<file path="src/include/pdm_pkg.sv">
// constants for the port d/e pin function mux
package pdm_pkg;
    localparam int PUD_DSEL_BIT = 9;
    localparam int PUD_CS2_BIT = 0;
    localparam int PUD_CS3_BIT = 1;
    localparam int PUE_TX_BIT = 0;
    localparam int PUE_RX_BIT = 1;
    localparam int PER_CS2_BIT = 0;
    localparam int PER_CS3_BIT = 1;
    localparam int GPS_CS2_BIT = 4;
    localparam int GPS_CS3_BIT = 5;
    localparam int PER_E_TX_BIT = 0;
    localparam int PER_E_RX_BIT = 1;
    localparam logic [15:0] PORT_D_PULLUP_RST = 16'hFFFF;
    localparam logic [15:0] PORT_E_PULLUP_RST = 16'hFFFF;
    localparam logic [15:0] PORT_D_PER_RST = 16'h0000;
    localparam logic [15:0] SYS_FSEL_RST = 16'h0000;
    localparam logic [1:0] PORT_E_PER_RST = 2'h3;
    localparam logic BUS_DRIVE_RST = 1'b0;
    localparam logic [1:0] CS_REGION_RST = 2'h0;
endpackage

</file>
<file path="src/design/pdm_pad.sv">
// one shared pad: gpio or peripheral, pull-up and open-drain selection
`timescale 1ns/10ps
module pdm_pad (
    input wire logic gpio_mode,
    input wire logic gpio_out,
    input wire logic gpio_dir_out,
    input wire logic per_out,
    input wire logic per_oe,
    input wire logic per_od,
    input wire logic pull_en,
    output logic pad_out,
    output logic pad_oe,
    output logic pad_pull
);
    always_comb begin
        if (gpio_mode) begin
            pad_out = gpio_out;
            pad_oe = gpio_dir_out;
        end else if (per_od) begin
            pad_out = 1'b0;
            pad_oe = per_oe & ~per_out;
        end else begin
            pad_out = per_out;
            pad_oe = per_oe;
        end
        pad_pull = pull_en;
    end
endmodule

</file>
<file path="src/design/pdm_top.sv">
// pin function mux for data select, chip selects two/three, second can and serial port zero
`timescale 1ns/10ps
module pdm_top #(
    parameter int NUM_GPIO = 5
) (
    input wire logic clk_sys,
    input wire logic rst_n,
    // configuration written by software
    input wire logic [15:0] port_d_peripheral_enable,
    input wire logic [1:0] port_e_peripheral_enable,
    input wire logic [15:0] system_function_select,
    input wire logic [15:0] port_d_pullup_enable,
    input wire logic [15:0] port_e_pullup_enable,
    input wire logic bus_drive_when_idle,
    input wire logic cfg_write,
    input wire logic [1:0] cs1_region_sel,
    input wire logic [1:0] cs2_region_sel,
    input wire logic [1:0] cs3_region_sel,
    // gpio: index 0 line_9, 1 d line_0, 2 d line_1, 3 e line_0, 4 e line_1
    input wire logic [NUM_GPIO-1:0] gpio_out,
    input wire logic [NUM_GPIO-1:0] gpio_dir_out,
    // memory interface, peripheral transmit lines and pad inputs
    input wire logic bus_active,
    input wire logic [1:0] access_region,
    input wire logic serial0_transmit,
    input wire logic second_can_transmit,
    input wire logic [NUM_GPIO-1:0] pad_in,
    output logic [NUM_GPIO-1:0] pad_out,
    output logic [NUM_GPIO-1:0] pad_oe,
    output logic [NUM_GPIO-1:0] pad_pull,
    output logic [NUM_GPIO-1:0] gpio_in,
    output logic second_can_receive,
    output logic serial0_receive,
    output logic chip_sel_three_in_use
);
    ////////////////////////////////////////////////////////////////////////////
    // configuration registers, loaded on cfg_write
    logic [15:0] per_d_r, per_d_nxt, fsel_r, fsel_nxt, pud_r, pud_nxt, pue_r, pue_nxt;
    logic [1:0] per_e_r, per_e_nxt, rg1_r, rg1_nxt, rg2_r, rg2_nxt, rg3_r, rg3_nxt;
    logic drv_r, drv_nxt;

    always_comb begin
        per_d_nxt = per_d_r;
        per_e_nxt = per_e_r;
        fsel_nxt = fsel_r;
        pud_nxt = pud_r;
        pue_nxt = pue_r;
        drv_nxt = drv_r;
        rg1_nxt = rg1_r;
        rg2_nxt = rg2_r;
        rg3_nxt = rg3_r;
        if (cfg_write) begin
            per_d_nxt = port_d_peripheral_enable;
            per_e_nxt = port_e_peripheral_enable;
            fsel_nxt = system_function_select;
            pud_nxt = port_d_pullup_enable;
            pue_nxt = port_e_pullup_enable;
            drv_nxt = bus_drive_when_idle;
            rg1_nxt = cs1_region_sel;
            rg2_nxt = cs2_region_sel;
            rg3_nxt = cs3_region_sel;
        end
    end

    always_ff @(posedge clk_sys) begin
        if (!rst_n) begin
            per_d_r <= pdm_pkg::PORT_D_PER_RST;
            per_e_r <= pdm_pkg::PORT_E_PER_RST;
            fsel_r <= pdm_pkg::SYS_FSEL_RST;
            pud_r <= pdm_pkg::PORT_D_PULLUP_RST;
            pue_r <= pdm_pkg::PORT_E_PULLUP_RST;
            drv_r <= pdm_pkg::BUS_DRIVE_RST;
            rg1_r <= pdm_pkg::CS_REGION_RST;
            rg2_r <= pdm_pkg::CS_REGION_RST;
            rg3_r <= pdm_pkg::CS_REGION_RST;
        end else begin
            per_d_r <= per_d_nxt;
            per_e_r <= per_e_nxt;
            fsel_r <= fsel_nxt;
            pud_r <= pud_nxt;
            pue_r <= pue_nxt;
            drv_r <= drv_nxt;
            rg1_r <= rg1_nxt;
            rg2_r <= rg2_nxt;
            rg3_r <= rg3_nxt;
        end
    end

    ////////////////////////////////////////////////////////////////////////////
    // chip select decode; region 0 on cs1 is the data space at reset
    logic cs1_n, cs2_n, cs3_n;
    assign cs1_n = ~(bus_active && access_region == rg1_r);
    assign cs2_n = ~(bus_active && access_region == rg2_r);
    assign cs3_n = ~(bus_active && access_region == rg3_r);

    // per-pad modes; fsel bit clear picks chip select, set picks can
    logic [NUM_GPIO-1:0] gmode, p_out, p_oe, p_od, pull;
    always_comb begin
        gmode = '1;
        gmode[1] = ~per_d_r[pdm_pkg::PER_CS2_BIT];
        gmode[2] = ~per_d_r[pdm_pkg::PER_CS3_BIT];
        gmode[3] = ~per_e_r[pdm_pkg::PER_E_TX_BIT];
        gmode[4] = ~per_e_r[pdm_pkg::PER_E_RX_BIT];
        // d line 9 gpio use is not offered, so the data select pin is always a memory pin
        gmode[0] = 1'b0;
        // idle chip selects float unless bus drive is set
        p_oe = '0;
        p_od = '0;
        p_out = '1;
        p_out[0] = cs1_n;
        p_oe[0] = bus_active | drv_r;
        if (fsel_r[pdm_pkg::GPS_CS2_BIT]) begin
            p_out[1] = second_can_transmit;
            p_oe[1] = 1'b1;
            p_od[1] = 1'b1;
        end else begin
            p_out[1] = cs2_n;
            p_oe[1] = bus_active | drv_r;
        end
        p_out[2] = cs3_n;
        p_oe[2] = ~fsel_r[pdm_pkg::GPS_CS3_BIT] & (bus_active | drv_r);
        p_out[3] = serial0_transmit;
        p_oe[3] = 1'b1;
        pull[0] = pud_r[pdm_pkg::PUD_DSEL_BIT];
        pull[1] = pud_r[pdm_pkg::PUD_CS2_BIT];
        pull[2] = pud_r[pdm_pkg::PUD_CS3_BIT];
        pull[3] = pue_r[pdm_pkg::PUE_TX_BIT];
        pull[4] = pue_r[pdm_pkg::PUE_RX_BIT];
    end

    logic [NUM_GPIO-1:0] o_c, oe_c, pl_c;
    genvar gi;
    generate
        for (gi = 0; gi < NUM_GPIO; gi++) begin : g_pad
            pdm_pad u_pad (
                .gpio_mode(gmode[gi]),
                .gpio_out(gpio_out[gi]),
                .gpio_dir_out(gpio_dir_out[gi]),
                .per_out(p_out[gi]),
                .per_oe(p_oe[gi]),
                .per_od(p_od[gi]),
                .pull_en(pull[gi]),
                .pad_out(o_c[gi]),
                .pad_oe(oe_c[gi]),
                .pad_pull(pl_c[gi])
            );
        end
    endgenerate

    ////////////////////////////////////////////////////////////////////////////
    // registered outputs; inputs to idle peripherals rest at recessive high
    logic can_rx_nxt, sci_rx_nxt, cs3_use_nxt;
    logic [NUM_GPIO-1:0] gin_nxt;
    always_comb begin
        can_rx_nxt = (~gmode[2] & fsel_r[pdm_pkg::GPS_CS3_BIT]) ? pad_in[2] : 1'b1;
        sci_rx_nxt = gmode[4] ? 1'b1 : pad_in[4];
        gin_nxt = pad_in & gmode;
        cs3_use_nxt = ~gmode[2] & ~fsel_r[pdm_pkg::GPS_CS3_BIT];
    end

    always_ff @(posedge clk_sys) begin
        if (!rst_n) begin
            pad_out <= '1;
            pad_oe <= '0;
            pad_pull <= '1;
            gpio_in <= '0;
            second_can_receive <= 1'b1;
            serial0_receive <= 1'b1;
            chip_sel_three_in_use <= 1'b0;
        end else begin
            pad_out <= o_c;
            pad_oe <= oe_c;
            pad_pull <= pl_c;
            gpio_in <= gin_nxt;
            second_can_receive <= can_rx_nxt;
            serial0_receive <= sci_rx_nxt;
            chip_sel_three_in_use <= cs3_use_nxt;
        end
    end
endmodule

</file>
<file path="config.mk">
export PLATFORM = sky130hd
export DESIGN_NAME = pdm_top
export DESIGN_NICKNAME = d
export VERILOG_FILES = /design/src/include/pdm_pkg.sv /design/src/design/pdm_pad.sv /design/src/design/pdm_top.sv
export SDC_FILE = /design/constraint.sdc
export NUM_CORES = 1
export LEC_CHECK = 0
export BUFFER_PORTS_ARGS = -buffer_cell sky130_fd_sc_hd__buf_2
export CORE_ASPECT_RATIO = 1.1
export CORE_MARGIN = 2
export CORE_UTILIZATION = 41
export DETAILED_ROUTE_END_ITERATION = 8
export GPL_ROUTABILITY_DRIVEN = 0
export GPL_TIMING_DRIVEN = 0
export PLACE_DENSITY = 0.85
export SLEW_MARGIN = 10
export SYNTH_ARGS = -nofsm -noshare
export SYNTH_HDL_FRONTEND = slang
export SYNTH_SLANG_ARGS = --single-unit
</file>
<file path="constraint.sdc">
create_clock -name clk_sys -period 2.9 [get_ports clk_sys]
set_clock_uncertainty 0.15 [all_clocks]
set_input_delay 0.29 -clock clk_sys [delete_from_list [all_inputs] [get_ports clk_sys]]
set_output_delay 0.29 -clock clk_sys [all_outputs]
set_load 0.03 [all_outputs]
</file>
==> results of run 1 <==
## cells in the final DEF, fill, tap and decap left out, drive strengths merged, types with 5 or more instances in the layout
cell type	count
buf	64
dfxtp	40
mux2i	19
nor2b	14
nand2	13
dlygate4sd3	10
nand2b	7
clkbuf	7
nor2	5
## sequential cells by signal, summed over array words and instances (netlist names), 2 cells and up
register,cells
fsel_r,2
gpio_in,4
pad_oe,5
pad_out,5
pad_pull,5
per_d_r,2
per_e_r,2
pud_r,3
pue_r,2
rg1_r,2
rg2_r,2
rg3_r,2
## layout make-up
cell class / count / share of cell area [%]
repair buffers: 68 / 19.9
flip-flops and latches: 40 / 40.9
clock inverters: 2 / 1.79
multi-input cells: 82 / 28.7
clock buffers: 6 / 2.11
well taps: 48 / 3.07
plain buffers: 7 / 3.58
## power groups by stage
stage	clock, µW	sequential, µW	combinational (µW)
after floorplan	0	633	64.7
final	355	593	155
after global placement	0	604	143
after global routing	397	597	170
after detailed placement	0	605	145
after CTS	364	593	153
## metrics by stage
| stage | hold WS (ns) | instances |
|---|---|---|
| floorplan | 0.214 | 129 |
| global placement | 0.251 | 235 |
| detailed placement | 0.269 | 235 |
| CTS | 0.0000723 | 250 |
| global route | 0.000559 | 253 |
| finish | 0.00958 | 253 |
## cell families after synthesis
| group | Yosys count | synth area share [%] |
|---|---|---|
| multiplexers | 19 | 13.3 |
| XOR/XNOR | 6 | 3.67 |
| AND/OR/NAND/NOR | 49 | 18.7 |
| other | 1 | 0.262 |
| flip-flops | 40 | 55.9 |
| buffers and inverters | 7 | 4.89 |
| AO/OA/AOI/OAI | 7 | 3.32 |
## per-layer routing
| metal | routed length (µm) | vias to the layer above |
|---|---|---|
| met5 | 0 | - |
| li1 | - | 569 |
| met1 | 1230 | 493 |
| met4 | 68 | 0 |
| met3 | 251 | 7 |
| met2 | 1400 | 46 |
## worst paths after layout
path,slack [ns],end,depth (start not counted)
worst max-delay path,1.59,pad_oe[3],1
worst min-delay path,0.01,pad_out[3],3
worst max register to register,1.84,pad_oe[1],2
worst min register to register,0.30,pad_pull[3],1
## worst reg2reg max path, stage by stage (launching register included)
cell      delay [ns]
dfxtp_1         0.35
o311ai_0        0.32
a21boi_0        0.13
==> metrics, run 1 <==
grt ovf 0; clk sinks 40; GRT met1 Usage 19.0%; Worst Path Max Fanout 1; largest net degree at the start of global routing 13; FP Rows 22; CTS tree yes; Synth cell types 28; area leader, netlist dfxtp_1; setup bufs post-CTS 0; first-pass GRT wire length 4640 µm; Final Util 58.8%; antenna-violating nets left 0; syn_area_per_cell 11.1 µm²; most frequent cells after synthesis dfxtp_1, mux2i_1, nor2b_1; RSZ-0062 raised after global routing no; Mapped Nets 225; clock power share 32.2%; post-synthesis register bit count 40; die outline width 60.4 µm; Max VDD drop 0.000289 V; initial antenna violation count 0; Max Fclk 0.763 GHz; design area 1960 µm²; Hold/Removal Path Class in -> reg; drt pass-1 iters 4; # port buffers 58; Place WS 1.70 ns; Net Sw Frac 24.3%; post-cts resize count 0; n_diodes 0; IO Pins 119; Area contributors post-synth dfxtp_1, mux2i_1, nor2b_1; layout overhead on the synthesized area 36.8%; CTS clk-pin slew, worst paths 0.11 ns; Crit Reg-Reg Startpoint fsel_r[4]; core area 3330 µm²; synthesized area 1430 µm²; Most Crowded Layer GR met2; WP data arrival 0.87 ns; Die ar. 3980 µm²; Syn Inst Count 129; Worst setup EP type primary output; GRT Total Usage 16.4%; count leader, synth dfxtp_1; Yosys top cell area share 55.9%; final setup violation count 0; max-cap viol count 0; fin crit period 1.31 ns; via total after detailed routing 1,115; CP bufs+invs 1; H-tree Lvls 2; total power draw 1100 µW; net load switching power 268 µW; final slew viol count 0; DR DRC count 0; Logic pwr share 14.0%; EDFF count, synth 0; Placement Cell Area 1780 µm²; Worst Setup SP pad_oe[3]; Sequential Area 801 µm²; multi-input logic area 562 µm²; CP peak stage delay 0.33 ns; Flop pwr share 53.8%; startpoint types flop; CP Cell Sequence buf_2; M2 GR Usage 26.0%; Die Span Y 66.0 µm; ys async rst share 0%; Int Pwr 835 µW; register area share after synthesis 55.9%; Root Driver clkbuf_4; final WL 2950 µm; Initial Utilization 43.0%; vias in the first global route 1,040; Total Nets Final 300; Ys Warns 0; CP top delay family flip-flops; layout cells sized above 1 34.6%; CTS Hold Buffers Added 7; setup TNS 0 ns; met3 usage 6.26%; drt wl/cell 11.6 µm; Final period util 45.2%; main flop type after synthesis dfxtp_1; filler cell count 309; hold_sp gpio_out[3]; post-DP HPWL 2090 µm; WS Path Type reg -> out; crit path max-delay cell type dfxtp_1; Final WS setup 1.59 ns; Longest Clk Path Bufs 2; Final Hold Viols 0; TritonCTS Buffers 5; vias per inst 4.41; Iter 0 DRT Violations 34; run status complete, no violations; required time of the critical path 2.46 ns; later-pin clock latency in the skew report 0.34 ns; Static Leak 0.000915 µW; Power Density 563 nW/µm²
Power figures use the tool's default switching activity.
==> inputs of run 2 (changes only) <==
- CORE_UTILIZATION: 41 -> 34
- PLACE_DENSITY: 0.85 -> 0.75
- clock period: 2.9 -> 1.1 ns (I/O delays scaled with it)
==> metrics, run 2 (same netlist as run 1, synthesis figures left out) <==
post-route insts no fill 280 (was 253); Root Driver clkbuf_8 (was clkbuf_4); Worst setup EP type primary output (unchanged); final setup violation count 0 (unchanged); setup bufs post-CTS 0 (unchanged); Initial Utilization 35.9% (was 43.0%); Total Nets Final 323 (was 300); die outline width 65.9 µm (was 60.4 µm); Die Span Y 72.1 µm (was 66.0 µm); hold depth 4 (was 3); Largest regs pad_oe (5), pad_out (5), pad_pull (5) (unchanged); most common cell after layout, fill and taps aside buf_2 (unchanged); Iter 0 DRT Violations 51 (was 34); most frequent cells in the layout buf_2, dfxtp_1, dlygate4sd3_1 (was buf_2, dfxtp_1, mux2i_1); grt ovf 0 (unchanged); fin crit period 1.05 ns; GRT Total Usage 14.4% (was 16.4%); core area 3990 µm² (was 3330 µm²); Max Fclk 0.951 GHz; largest net degree at the start of global routing 13 (unchanged); # port buffers 58 (unchanged); hold_sp second_can_transmit (was gpio_out[3]); clk sinks 40 (unchanged); initial antenna violation count 0 (unchanged); first-pass GRT wire length 5110 µm (was 4640 µm); Die ar. 4750 µm² (was 3980 µm²); Power Density 1430 nW/µm² (was 563 nW/µm²); final WL 3230 µm (was 2950 µm); WP data arrival 0.79 ns (was 0.87 ns); required time of the critical path 0.84 ns (was 2.46 ns); H-tree Lvls 2 (unchanged); RSZ-0062 raised after global routing no (unchanged); later-pin clock latency in the skew report 0.29 ns (was 0.34 ns); Hold/Removal Path Class in -> reg (unchanged); final slew viol count 0 (unchanged); total power draw 3190 µW (was 1100 µW); Final period util 95.6%; vias in the first global route 1,177 (was 1,040); run status finished, violations left (was complete, no violations); failing checks hold timing; Final Hold Viols 1 (was 0); design area 2230 µm² (was 1960 µm²); IO Pins 119 (unchanged); Crit Reg-Reg Startpoint per_d_r[1] (was fsel_r[4]); vias per inst 4.28 (was 4.41); worst r2r dst pad_oe[2] (was pad_oe[1]); Placed Cells 239 (was 235); max-cap viol count 0 (unchanged); layout cells sized above 1 31.1% (was 34.6%); Placement Cell Area 1790 µm² (was 1780 µm²); startpoint types flop (unchanged); FF-to-FF setup slack 0.08 ns (was 1.84 ns); FP Rows 24 (was 22); Worst Path Max Fanout 1 (unchanged); CTS tree yes (unchanged); CP top delay family flip-flops (unchanged); layout overhead on the synthesized area 55.5% (was 36.8%); DR DRC count 0 (unchanged); drt wl/cell 11.5 µm (was 11.6 µm); n_diodes 0 (unchanged); hold_ws -0.0116 ns (was 0.00958 ns); TritonCTS Buffers 5 (unchanged); CP peak stage delay 0.32 ns (was 0.33 ns); Hold Crit Endpoint pad_oe[1] (was pad_out[3]); CP bufs+invs 1 (unchanged); via total after detailed routing 1,199 (was 1,115); Max VDD drop 0.000510 V (was 0.000289 V); crit path max-delay cell type dfxtp_1 (unchanged); Longest Clk Path Bufs 2 (unchanged); WS Path Type reg -> out (unchanged); CP Cell Sequence buf_2 (unchanged); antenna-violating nets left 0 (unchanged); drt pass-1 iters 4 (unchanged); setup TNS 0 ns (unchanged); filler cell count 347 (was 309); Worst R2R Path Depth 2 (unchanged); Static Leak 0.00103 µW (was 0.000915 µW); CTS clk-pin slew, worst paths 0.08 ns (was 0.11 ns)
run 2: how the worst max path moves through the flow:
stage               startpoint          to  slack (ns)  cells after the start
global route        pad_out[1]  pad_out[1]       0.003                      1
CTS                  fsel_r[4]   pad_oe[1]        0.02                      2
floorplan            fsel_r[4]   pad_oe[1]        0.12                      2
detailed placement   fsel_r[4]   pad_oe[1]        0.03                      2
finish              gpio_in[2]  gpio_in[2]        0.05                      1
global placement     fsel_r[4]   pad_oe[1]        0.06                      2
run 2: repair_timing:
item                       4_1_cts  5_1_grt
setup endpoints to repair        0        2
gates resized for setup          0        2
hold endpoints to repair        32        0
hold buffers                    33        0
run 2: layout make-up:
class,instances,area [µm²],share of cell area (%)
Timing Repair Buffer,91,623,28.0
Multi-Input combinational cell,82,562,25.2
Buffer,7,70.1,3.14
Clock inverter,2,35.0,1.57
Clock buffer,6,72.6,3.26
Sequential cell,40,801,35.9
Tap cell,52,65.1,2.92
run 2: per-layer routing:
metal | vias to the layer above | GRT usage (%) | routed length [µm]
met3 | 2 | 4.96 | 224
met5 | - | 0 | 0
met1 | 534 | 16.5 | 1380
li1 | 616 | - | -
met4 | 0 | 4.86 | 12
met2 | 47 | 24.9 | 1610
run 2: per-stage QoR:
stage | hold slack (ns) | utilization (%) | setup WS, ns
final | -0.0116 | 55.8 | 0.0482
after global routing | 0.0155 | 55.8 | 0.00342
after CTS | 0.000494 | 55.7 | 0.0165
after detailed placement | 0.158 | 44.8 | 0.0345
after global placement | 0.149 | 44.8 | 0.0610
after floorplan | 0.0339 | - | 0.119
run 2: power by group:
group | internal (µW) | leakage (µW) | switching, µW
registers | 1520 | 0.000330 | 38.5
logic | 254 | 0.000640 | 220
clock network | 673 | 0.0000552 | 480
==> inputs of run 3 (changes only) <==
- CORE_UTILIZATION: 34 -> 35
- CTS_BUF_LIST: not set -> sky130_fd_sc_hd__clkbuf_4
- PLACE_DENSITY: 0.75 -> 0.77
==> metrics, run 3 (same netlist as run 1, synthesis figures left out) <==
n_diodes 0 (unchanged); Worst Path Max Fanout 1 (unchanged); Die Span Y 71.1 µm (was 72.1 µm); FP Rows 24 (unchanged); CTS clk-pin slew, worst paths 0.12 ns (was 0.08 ns); largest net degree at the start of global routing 14 (was 13); Final Util 60.5% (was 55.8%); CP bufs+invs 1 (unchanged); Longest Clk Path Bufs 2 (unchanged); CTS Hold Buffers Added 34 (was 33); CTS tree yes (unchanged); most frequent cells in the layout buf_2, dlygate4sd3_1, buf_6 (was buf_2, dfxtp_1, dlygate4sd3_1); fin crit period 1.09 ns (was 1.05 ns); layout cells sized above 1 41.9% (was 31.1%); via total after detailed routing 1,222 (was 1,199); Final Hold Viols 10 (was 1); Static Leak 0.00107 µW (was 0.00103 µW); hold_sp bus_active (was second_can_transmit); Final period util 99.1% (was 95.6%); layout overhead on the synthesized area 66.1% (was 55.5%); CP peak stage delay 0.36 ns (was 0.32 ns); Initial Utilization 36.4% (was 35.9%); post-DP HPWL 2230 µm; Crit Reg-Reg Startpoint fsel_r[4] (was per_d_r[1]); H-tree Lvls 2 (unchanged); initial antenna violation count 0 (unchanged); Iter 0 DRT Violations 53 (was 51); post-route insts no fill 281 (was 280); drt wl/cell 13.1 µm (was 11.5 µm); RSZ-0062 raised after global routing yes (was no); vias in the first global route 1,301 (was 1,177); Power Density 1280 nW/µm² (was 1430 nW/µm²); run status finished, violations left (unchanged); WP data arrival 0.83 ns (was 0.79 ns); final setup violation count 0 (unchanged); Root Driver clkbuf_4 (was clkbuf_8); Worst setup EP type primary output (unchanged); clock power share 30.9% (was 36.1%); Largest regs pad_oe (5), pad_out (5), pad_pull (5) (unchanged); Worst Setup SP pad_pull[3] (was gpio_in[2]); total power draw 3060 µW (was 3190 µW); first-pass GRT wire length 5680 µm (was 5110 µm); Hold/Removal Path Class in -> reg (unchanged); # port buffers 58 (unchanged); startpoint types flop (unchanged); WS Path Type reg -> out (unchanged); drt pass-1 iters 4 (unchanged); TritonCTS Buffers 5 (unchanged); antenna-violating nets left 0 (unchanged); hold_ws -0.169 ns (was -0.0116 ns); required time of the critical path 0.84 ns (about the same); IO Pins 119 (unchanged); CP top delay family flip-flops (unchanged); crit path max-delay cell type dfxtp_2 (was dfxtp_1); failing checks hold timing (unchanged); Placement Cell Area 1790 µm² (unchanged); clk sinks 40 (unchanged); net load switching power 749 µW (was 738 µW); Placed Cells 239 (unchanged); max-cap viol count 0 (unchanged); Max Fclk 0.917 GHz (was 0.951 GHz); final slew viol count 0 (unchanged); later-pin clock latency in the skew report 0.35 ns (was 0.29 ns); Int Pwr 2310 µW (was 2450 µW); Logic pwr share 17.3% (was 14.9%); filler cell count 325 (was 347); DR DRC count 0 (unchanged); Die ar. 4620 µm² (was 4750 µm²); design area 2380 µm² (was 2230 µm²); core area 3930 µm² (was 3990 µm²); final WL 3680 µm (was 3230 µm); die outline width 65 µm (was 65.9 µm); GRT Total Usage 16.6% (was 14.4%); CP Cell Sequence buf_6 (was buf_2); Net Sw Frac 24.5% (was 23.1%); Flop pwr share 51.8% (was 49.0%); vias per inst 4.35 (was 4.28); grt ovf 0 (unchanged); most common cell after layout, fill and taps aside buf_2 (unchanged); Max VDD drop 0.000452 V (was 0.000510 V); Total Nets Final 324 (was 323)
## run 3: final cells by class
cell class	count	area [µm²]	share of cell area (%)
Clock buffer	5	37.5	1.58
Multi-Input combinational cell	82	564	23.7
Timing Repair Buffer	92	771	32.4
Buffer	7	70.1	2.94
Tap cell	52	65.1	2.73
Clock inverter	3	42.5	1.79
Sequential cell	40	830	34.9
## run 3: path summary, 6_finish.rpt
kind | end | depth (start not counted) | slack [ns]
setup / recovery | pad_pull[3] | 1 | 0.01
hold / removal | pad_out[0] | 2 | -0.17
setup reg to reg | pad_oe[1] | 2 | 0.08
hold reg to reg | serial0_receive | 1 | 0.28
## run 3: per-stage QoR
step,TNS [ns],setup slack (ns)
CTS,0,0.000629
finish,0,0.00971
detailed placement,0,0.0157
global placement,0,0.0629
floorplan,0,0.119
global route,-0.253,-0.0273
## run 3: what timing repair did
item	in CTS	in global routing
setup buffers	0	0
cloned	0	0
gates resized for setup	48	22
endpoints found under the hold margin	39	10
setup endpoints to repair	22	23
## run 3: metal layers
metal | up-vias | routed length [µm] | GRT usage (%)
met5 | - | 0 | 0
li1 | 617 | - | -
met4 | 0 | 68 | 8.51
met2 | 44 | 2060 | 31.6
met3 | 7 | 201 | 4.13
met1 | 554 | 1340 | 16.3
## run 3: power by group through the flow
stage	Sequential, µW	Combinational, µW	Clock, µW
after global routing	1590	571	1040
after CTS	1570	517	987
after global placement	1590	377	0
final	1580	529	945
after floorplan	1670	171	0
after detailed placement	1600	386	0
